**config.mk**
```make
export PLATFORM = sky130hd
export DESIGN_NAME = tristate_remote_encoder
export DESIGN_NICKNAME = d
export VERILOG_FILES = /design/src/verilog/encoder_pkg.sv /design/src/verilog/tristate_remote_encoder.sv /design/src/verilog/chip_buffer.sv
export SDC_FILE = /design/constraint.sdc
export NUM_CORES = 1
export LEC_CHECK = 0
export ABC_AREA = 1
export BUFFER_PORTS_ARGS = -buffer_cell sky130_fd_sc_hd__clkbuf_2
export CAP_MARGIN = 0
export CORE_AREA = 10 10 128 130
export CTS_BUF_LIST = sky130_fd_sc_hd__clkbuf_2
export DETAILED_ROUTE_END_ITERATION = 8
export DIE_AREA = 0 0 138 140
export GPL_TIMING_DRIVEN = 0
export HOLD_SLACK_MARGIN = 0.08
export PLACE_DENSITY_LB_ADDON = 0.15
export SLEW_MARGIN = 20
export SYNTH_ARGS = -nofsm -noshare
export SYNTH_HDL_FRONTEND = slang
export SYNTH_SLANG_ARGS = --single-unit
export TNS_END_PERCENT = 100
```
**constraint.sdc**
```tcl
create_clock -name clock_i -period 6.15 [get_ports clock_i]
set_input_delay 1.845 -clock clock_i [delete_from_list [all_inputs] [get_ports clock_i]]
set_output_delay 1.845 -clock clock_i [all_outputs]
set_load 0.01 [all_outputs]
```
**src/verilog/encoder_pkg.sv**
```systemverilog
// constants for the tri-state remote encoder
package encoder_pkg;
    // clock and chip timing
    localparam int CLK_HZ      = 125_000_000;
    localparam int OSC_HZ      = 70_000;
    localparam int CHIP_DIV    = CLK_HZ / OSC_HZ;
    localparam int DIV_W       = 11;
    // worst lag from an input change to its appearance on air
    localparam int LAG_MS      = 150;
    localparam int LAG_CLKS    = LAG_MS * (CLK_HZ / 1000);
    // packet layout
    localparam int ADDR_BITS   = 10;
    localparam int DATA_BITS   = 8;
    localparam int SYMS        = ADDR_BITS + DATA_BITS;
    localparam int WORDS       = 3;
    localparam int HALF_CHIPS  = 3;
    localparam int SYM_CHIPS   = 2 * HALF_CHIPS;
    localparam int SYNC_CHIPS  = 12;
    localparam int WORD_CHIPS  = SYMS * SYM_CHIPS + SYNC_CHIPS;
    localparam int CYCLE_CHIPS = WORDS * WORD_CHIPS;
    localparam int BUF_DEPTH   = 2;
    // encoder states, gray along idle -> data -> sync
    typedef enum logic [1:0] {
        ST_IDLE = 2'b00,
        ST_DATA = 2'b01,
        ST_SYNC = 2'b11
    } enc_state_e;
endpackage : encoder_pkg

```
**src/verilog/tristate_remote_encoder.sv**
```systemverilog
// tri-state remote encoder: samples inputs, sends three-word packet cycles
`timescale 1ns/100ps
`default_nettype none
module tristate_remote_encoder #(
    parameter int LAG_CLKS = encoder_pkg::LAG_CLKS,
    parameter int CHIP_DIV = encoder_pkg::CHIP_DIV
) (
    input  wire logic       clock_i,
    input  wire logic       sys_rst_i,
    input  wire logic       send_request_i,
    input  wire logic [9:0] address_code_inputs_i,
    input  wire logic [9:0] address_code_float_i,
    input  wire logic [7:0] payload_inputs_i,
    input  wire logic [7:0] payload_float_i,
    output logic            serial_tx_o,
    output logic            busy_o
);
    localparam int SW = 1 + 2 * encoder_pkg::SYMS;

    // ==========================================================
    // input synchronisers
    logic [SW-1:0] meta_reg;
    logic [SW-1:0] sync_reg;
    logic          req_prev_reg;
    logic          req_s;
    logic [17:0]   level_s;
    logic [17:0]   float_s;
    logic          req_rise;

    // two flops on every pin before any logic looks at it
    always_ff @(posedge clock_i or posedge sys_rst_i) begin
        if (sys_rst_i) begin
            meta_reg     <= '0;
            sync_reg     <= '0;
            req_prev_reg <= 1'b0;
        end else begin
            meta_reg     <= {send_request_i, payload_float_i, address_code_float_i,
                             payload_inputs_i, address_code_inputs_i};
            sync_reg     <= meta_reg;
            req_prev_reg <= sync_reg[SW-1];
        end
    end

    assign req_s    = sync_reg[SW-1];
    assign level_s  = sync_reg[17:0];
    assign float_s  = sync_reg[35:18];
    assign req_rise = req_s && !req_prev_reg;

    // ==========================================================
    // chip rate divider
    logic [encoder_pkg::DIV_W-1:0] div_reg;
    logic                          chip_tick;

    // one-cycle enable at the encoder oscillator rate
    always_ff @(posedge clock_i or posedge sys_rst_i) begin
        if (sys_rst_i) begin
            div_reg <= '0;
        end else if (div_reg == encoder_pkg::DIV_W'(CHIP_DIV - 1)) begin
            div_reg <= '0;
        end else begin
            div_reg <= div_reg + 1'b1;
        end
    end

    assign chip_tick = (div_reg == encoder_pkg::DIV_W'(CHIP_DIV - 1));

    // ==========================================================
    // packet sequencer
    encoder_pkg::enc_state_e state_reg;
    logic [4:0]              sym_reg;
    logic [3:0]              chip_reg;
    logic [1:0]              word_reg;
    logic [17:0]             level_reg;
    logic [17:0]             float_reg;
    logic                    buf_in_ready;
    logic                    push;
    logic                    sym_end;
    logic                    word_end;
    logic                    cycle_end;
    logic                    chip_val;
    logic                    half_hi;
    logic [1:0]              pos;
    logic                    half_val;

    assign push      = (state_reg != encoder_pkg::ST_IDLE) && buf_in_ready;
    assign sym_end   = (chip_reg == 4'(encoder_pkg::SYM_CHIPS - 1));
    assign word_end  = push && (state_reg == encoder_pkg::ST_SYNC)
                       && (chip_reg == 4'(encoder_pkg::SYNC_CHIPS - 1));
    assign cycle_end = word_end && (word_reg == 2'(encoder_pkg::WORDS - 1));

    // state, counters; a dropped request only matters at cycle end
    always_ff @(posedge clock_i or posedge sys_rst_i) begin
        if (sys_rst_i) begin
            state_reg <= encoder_pkg::ST_IDLE;
            sym_reg   <= 5'h0;
            chip_reg  <= 4'h0;
            word_reg  <= 2'h0;
        end else begin
            case (state_reg)
                encoder_pkg::ST_IDLE: begin
                    if (req_rise) begin
                        state_reg <= encoder_pkg::ST_DATA;
                        sym_reg   <= 5'h0;
                        chip_reg  <= 4'h0;
                        word_reg  <= 2'h0;
                    end
                end
                encoder_pkg::ST_DATA: begin
                    if (push) begin
                        chip_reg <= sym_end ? 4'h0 : chip_reg + 4'h1;
                        if (sym_end) begin
                            if (sym_reg == 5'(encoder_pkg::SYMS - 1)) begin
                                state_reg <= encoder_pkg::ST_SYNC;
                                sym_reg   <= 5'h0;
                            end else begin
                                sym_reg <= sym_reg + 5'h1;
                            end
                        end
                    end
                end
                encoder_pkg::ST_SYNC: begin
                    if (push) begin
                        chip_reg <= word_end ? 4'h0 : chip_reg + 4'h1;
                        if (cycle_end) begin
                            word_reg  <= 2'h0;
                            state_reg <= req_s ? encoder_pkg::ST_DATA
                                               : encoder_pkg::ST_IDLE;
                        end else if (word_end) begin
                            word_reg  <= word_reg + 2'h1;
                            state_reg <= encoder_pkg::ST_DATA;
                        end
                    end
                end
                default: begin
                    state_reg <= encoder_pkg::ST_IDLE;
                end
            endcase
        end
    end

    // snapshot at activation and again at every new cycle
    always_ff @(posedge clock_i or posedge sys_rst_i) begin
        if (sys_rst_i) begin
            level_reg <= 18'h0_0000;
            float_reg <= 18'h0_0000;
        end else if ((state_reg == encoder_pkg::ST_IDLE && req_rise)
                     || (cycle_end && req_s)) begin
            level_reg <= level_s;
            float_reg <= float_s;
        end
    end

    // chip pattern: each half is 1,v,0; low=00, high=11, float=01
    always_comb begin
        half_hi  = (chip_reg >= 4'(encoder_pkg::HALF_CHIPS));
        pos      = half_hi ? 2'(chip_reg - 4'(encoder_pkg::HALF_CHIPS)) : 2'(chip_reg);
        half_val = float_reg[sym_reg] ? half_hi : level_reg[sym_reg];
        if (state_reg == encoder_pkg::ST_SYNC) begin
            chip_val = (chip_reg == 4'h0);
        end else if (pos == 2'h0) begin
            chip_val = 1'b1;
        end else if (pos == 2'h1) begin
            chip_val = half_val;
        end else begin
            chip_val = 1'b0;
        end
    end

    // ==========================================================
    // chip buffer and serial output
    logic buf_out_valid;
    logic buf_out_data;
    logic tx_reg;

    chip_buffer #(
        .W (1)
    ) u_chip_buffer (
        .clock_i     (clock_i),
        .sys_rst_i   (sys_rst_i),
        .in_valid_i  (state_reg != encoder_pkg::ST_IDLE),
        .in_ready_o  (buf_in_ready),
        .in_data_i   (chip_val),
        .out_valid_o (buf_out_valid),
        .out_ready_i (chip_tick),
        .out_data_o  (buf_out_data)
    );

    // one chip per tick onto the modulator line, low when nothing is queued
    always_ff @(posedge clock_i or posedge sys_rst_i) begin
        if (sys_rst_i) begin
            tx_reg <= 1'b0;
        end else if (chip_tick) begin
            tx_reg <= buf_out_valid ? buf_out_data : 1'b0;
        end
    end

    assign serial_tx_o = tx_reg;
    assign busy_o      = (state_reg != encoder_pkg::ST_IDLE) || buf_out_valid;

    // ==========================================================
    // checks
    logic [24:0] cyc_cnt_reg;

    // clocks since the current cycle began
    always_ff @(posedge clock_i or posedge sys_rst_i) begin
        if (sys_rst_i) begin
            cyc_cnt_reg <= 25'h000_0000;
        end else if (state_reg == encoder_pkg::ST_IDLE || cycle_end) begin
            cyc_cnt_reg <= 25'h000_0000;
        end else begin
            cyc_cnt_reg <= cyc_cnt_reg + 25'h1;
        end
    end

    a_start_on_rise: assert property (@(posedge clock_i) disable iff (sys_rst_i)
        (state_reg == encoder_pkg::ST_IDLE && req_rise) |=> state_reg == encoder_pkg::ST_DATA)
        else $error("rising request did not start a transmission");
    a_capture_inputs: assert property (@(posedge clock_i) disable iff (sys_rst_i)
        (state_reg == encoder_pkg::ST_IDLE && req_rise)
        |=> level_reg == $past(level_s) && float_reg == $past(float_s))
        else $error("inputs not captured on activation");
    a_three_words: assert property (@(posedge clock_i) disable iff (sys_rst_i)
        word_end |-> word_reg <= 2'(encoder_pkg::WORDS - 1))
        else $error("more than three words in one cycle");
    a_repeat_cycle: assert property (@(posedge clock_i) disable iff (sys_rst_i)
        (cycle_end && req_s) |=> state_reg == encoder_pkg::ST_DATA && word_reg == 2'h0)
        else $error("cycle not repeated while request held");
    a_finish_cycle: assert property (@(posedge clock_i) disable iff (sys_rst_i)
        (state_reg != encoder_pkg::ST_IDLE && !cycle_end) |=> state_reg != encoder_pkg::ST_IDLE)
        else $error("cycle aborted before its end");
    a_symbol_order: assert property (@(posedge clock_i) disable iff (sys_rst_i)
        (push && state_reg == encoder_pkg::ST_DATA && sym_end
         && sym_reg != 5'(encoder_pkg::SYMS - 1))
        |=> sym_reg == $past(sym_reg) + 5'h1)
        else $error("symbols left out of order");
    a_float_pattern: assert property (@(posedge clock_i) disable iff (sys_rst_i)
        (state_reg == encoder_pkg::ST_DATA && float_reg[sym_reg] && chip_reg == 4'h1)
        |-> !chip_val)
        else $error("floating symbol first half not low");
    a_serial_out: assert property (@(posedge clock_i) disable iff (sys_rst_i)
        (chip_tick && buf_out_valid) |=> serial_tx_o == $past(buf_out_data))
        else $error("queued chip not driven on the serial line");
    a_idle_low: assert property (@(posedge clock_i) disable iff (sys_rst_i)
        (chip_tick && !buf_out_valid) |=> !serial_tx_o)
        else $error("serial line not low while idle");
    a_resample: assert property (@(posedge clock_i) disable iff (sys_rst_i)
        (cycle_end && req_s) |=> level_reg == $past(level_s))
        else $error("inputs not sampled again at a new cycle");
    a_lag_bound: assert property (@(posedge clock_i) disable iff (sys_rst_i)
        cyc_cnt_reg < 25'(LAG_CLKS))
        else $error("cycle longer than the allowed input lag");

    c_start: cover property (@(posedge clock_i) disable iff (sys_rst_i) req_rise);
    c_repeat: cover property (@(posedge clock_i) disable iff (sys_rst_i) cycle_end && req_s);
    c_stop: cover property (@(posedge clock_i) disable iff (sys_rst_i) cycle_end && !req_s);
    c_stall: cover property (@(posedge clock_i) disable iff (sys_rst_i) !buf_in_ready);
endmodule : tristate_remote_encoder
`default_nettype wire

```
**src/verilog/chip_buffer.sv**
```systemverilog
// two-entry valid/ready buffer for serial chips
`timescale 1ns/100ps
`default_nettype none
module chip_buffer #(
    parameter int W = 1
) (
    input  wire logic         clock_i,
    input  wire logic         sys_rst_i,
    input  wire logic         in_valid_i,
    output logic              in_ready_o,
    input  wire logic [W-1:0] in_data_i,
    output logic              out_valid_o,
    input  wire logic         out_ready_i,
    output logic [W-1:0]      out_data_o
);
    logic [W-1:0] mem_reg [encoder_pkg::BUF_DEPTH];
    logic         wr_ptr_reg;
    logic         rd_ptr_reg;
    logic [1:0]   count_reg;
    logic         push;
    logic         pop;

    // honest full and empty from the entry count
    assign in_ready_o  = (count_reg != 2'(encoder_pkg::BUF_DEPTH));
    assign out_valid_o = (count_reg != 2'h0);
    assign out_data_o  = mem_reg[rd_ptr_reg];
    assign push        = in_valid_i && in_ready_o;
    assign pop         = out_valid_o && out_ready_i;

    // storage written at the write index
    always_ff @(posedge clock_i or posedge sys_rst_i) begin
        if (sys_rst_i) begin
            mem_reg[0] <= '0;
            mem_reg[1] <= '0;
        end else if (push) begin
            mem_reg[wr_ptr_reg] <= in_data_i;
        end
    end

    // pointers and count
    always_ff @(posedge clock_i or posedge sys_rst_i) begin
        if (sys_rst_i) begin
            wr_ptr_reg <= 1'b0;
            rd_ptr_reg <= 1'b0;
            count_reg  <= 2'h0;
        end else begin
            if (push) wr_ptr_reg <= ~wr_ptr_reg;
            if (pop) rd_ptr_reg <= ~rd_ptr_reg;
            count_reg <= count_reg + 2'(push) - 2'(pop);
        end
    end
endmodule : chip_buffer
`default_nettype wire

```
==> run metrics <==
outcome finished clean; DIE HEIGHT 140 um; hold bufs inserted after CTS 0; total track usage 10.66%; EDFF count, synth 0; CTS tree yes; most common cell in the netlist dfrtp_1; CORE AREA 13770 um^2; top cell type by total area after synthesis dfrtp_1; Slew Limit Fails 0; worst endpoint required time 4300 ps; worst clock skew 37.16 ps; final setup fails 0; top cells by area, synth dfrtp_1 66%, nand2_1 6.0%, nor2_1 4.8%, inv_1 4.6%, a21oi_1 3.1%; drt first pass iters 4; Post-Place Cells 726; Die X 138 um; area post-placement 5861 um^2; DP HPWL 6.545 mm; XOR/XNOR Fraction of Synth Area 1.135%; syn nets 553; full die area 19320 um^2; postcts setup bufs 0; clock slew at reported path FFs 230 ps; fraction of synthesized area in multiplexers 2.132%; critical path arrival 1770 ps; fin nets 613; Netlist cell types 35; post-CTS resize count 0; Top Ports 41; number of global-route vias before repair 3645; synth warn 0; grt ovf 0; kind of critical path reg -> out; clk_lat worst skew 710 ps; Avg Synthesized Cell Area 10.69 um^2; Clock Sinks 142; Synth Area in Compound Gates 7.669%; simple-gate area share of the yosys netlist 14.32%; global-route wire length before repair 16.99 mm; CTS root buf clkbuf_2; part of the Yosys area used for sequential elements 65.80%; Area Overhead vs Synth 12.72%; Design Power 2.389 mW; VDD IR max 0.2041 mV; routed vias 3438; DRC 0; initial antenna violation count 0; CP max stage delay 470 ps; critical path's slowest cell dfrtp_1; DRT iter0 DRCs 245; crit share post-route 58.78%; post-route ant nets 0; Fin. Hold Viols 0; Mapped Cells 505; hold crit path type reg -> reg; CP startpoint kind flop; Routed WL per cell 12.73 um; FFs w/ async S/R, synth 100.0%; CP bufs+invs 1; layout cells sized above 1 17.99%; RSZ-0062 raised after global routing false; slew margin rel. 63.83%; largest delay contributor family on the critical path flip-flops; largest net degree at the start of global routing 87; top cell type's share of synthesized area 65.80%; # rows 43; CP Max Fanout 6; Main synth FF type dfrtp_1; Finished Layout Cells 759; Longest Clk Path Bufs 2; setup tns final 0 ps; H-tree Lvls 4; leakage 3.073 nW; buffers added on ports 40; gp weighted congestion 0.8797; Final Critical Period 3615 ps; post-route cell area 6087 um^2; Routed WL 9.665 mm; Synth top cells by count 142 x dfrtp_1, 86 x nand2_1, 69 x nor2_1; critical path endpoint category output pin; Post-Syn Area 5400 um^2; max cap viols 0; Vias per Instance 4.530; total CTS buffers 17; post-synthesis register bit count 142; largest family of logic cells by synthesized area simple AND/OR/NAND/NOR gates; transition time of the tightest slew-check pin 537.7 ps; Final Worst Setup Slack 2535 ps; PwrDens 392.4 nW/um^2; Initial Util 39.21%; worst slack at placement 3292 ps; Critical Path, Cell by Cell nor2_1, nand2_1, clkbuf_2; Post-Synth Adder-Cell Area 2.085%; maximum clock rate 276.6 MHz
cells by family after synthesis:
logic type,Yosys count
muxes,8
DFF,142
xor gates and xnor gates,7
and+or+nand+nor,188
adders and majority gates,9
AOI/OAI and AO/OA,71
buffers and inverters,80
placed cells by master, fill, tap and decap left out, types with 2 or more instances in the layout:
| cell type | count |
|---|---|
| a211oi_1 | 2 |
| a21oi_1 | 33 |
| a31oi_1 | 3 |
| buf_2 | 2 |
| buf_4 | 2 |
| buf_6 | 8 |
| clkbuf_2 | 58 |
| clkinv_4 | 4 |
| clkinvlp_4 | 3 |
| dfrtp_1 | 142 |
| ha_1 | 9 |
| inv_1 | 65 |
| inv_2 | 2 |
| inv_6 | 3 |
| inv_8 | 2 |
| mux2_4 | 7 |
| nand2_1 | 86 |
| nand3_1 | 16 |
| nor2_1 | 69 |
| nor2_2 | 2 |
| nor3_1 | 10 |
| o211ai_1 | 4 |
| o21ai_0 | 18 |
| o21ai_1 | 2 |
| o22ai_1 | 2 |
| xnor2_1 | 4 |
| xor2_1 | 3 |
area by class of cell:
cell class,count,area [um^2]
clock buffer,18,90.09
fill,1389,7686
tap,180,225.2
inverter,68,262.8
antenna,1,2.502
buffer,12,115.1
sequential,142,3553
timing repair buffer,41,227.7
multi-input combinational,283,1476
clock inverter,14,133.9
report_power, final:
group / internal, mW / leakage [nW] / switching, mW / total (mW)
logic: 0.268 / 1.27 / 0.421 / 0.690
registers: 1.11 / 1.67 / 0.0827 / 1.19
clock network: 0.154 / 0.131 / 0.354 / 0.508
total: 1.53 / 3.07 / 0.858 / 2.39
layer usage:
layer	share of wire, %	up-vias	track usage [%]	routed length, um
met5	0	-	0	0
met4	2.5	0	5.438	240
met3	4.4	19	3.584	421
met2	47	59	16.72	4518
met1	46	1642	12.79	4484
li1	-	1718	-	-
final timing paths:
kind | slack [ps] | start | end | depth (start not counted)
min reg2reg | 360 | meta_reg[33] | sync_reg[33] | 0
max | 2540 | state_reg[1] | busy_o | 3
max reg2reg | 4160 | sym_reg[0] | u_chip_buffer.mem_reg[1] | 15
max in group asynchronous | 4290 | sys_rst_i | sync_reg[22] | 3
min in group asynchronous | 1130 | sys_rst_i | level_reg[11] | 2
min | 360 | meta_reg[33] | sync_reg[33] | 0
metrics by stage:
step	hold WS [ps]	utilization (%)
2_1_floorplan	331.2	-
3_3_place_gp	331.4	42.30
3_5_place_dp	334.7	42.55
4_1_cts	354.2	44.18
5_1_grt	380.6	44.18
6_report	358.7	44.20
Note: power is estimated with default switching activity, not from simulation.
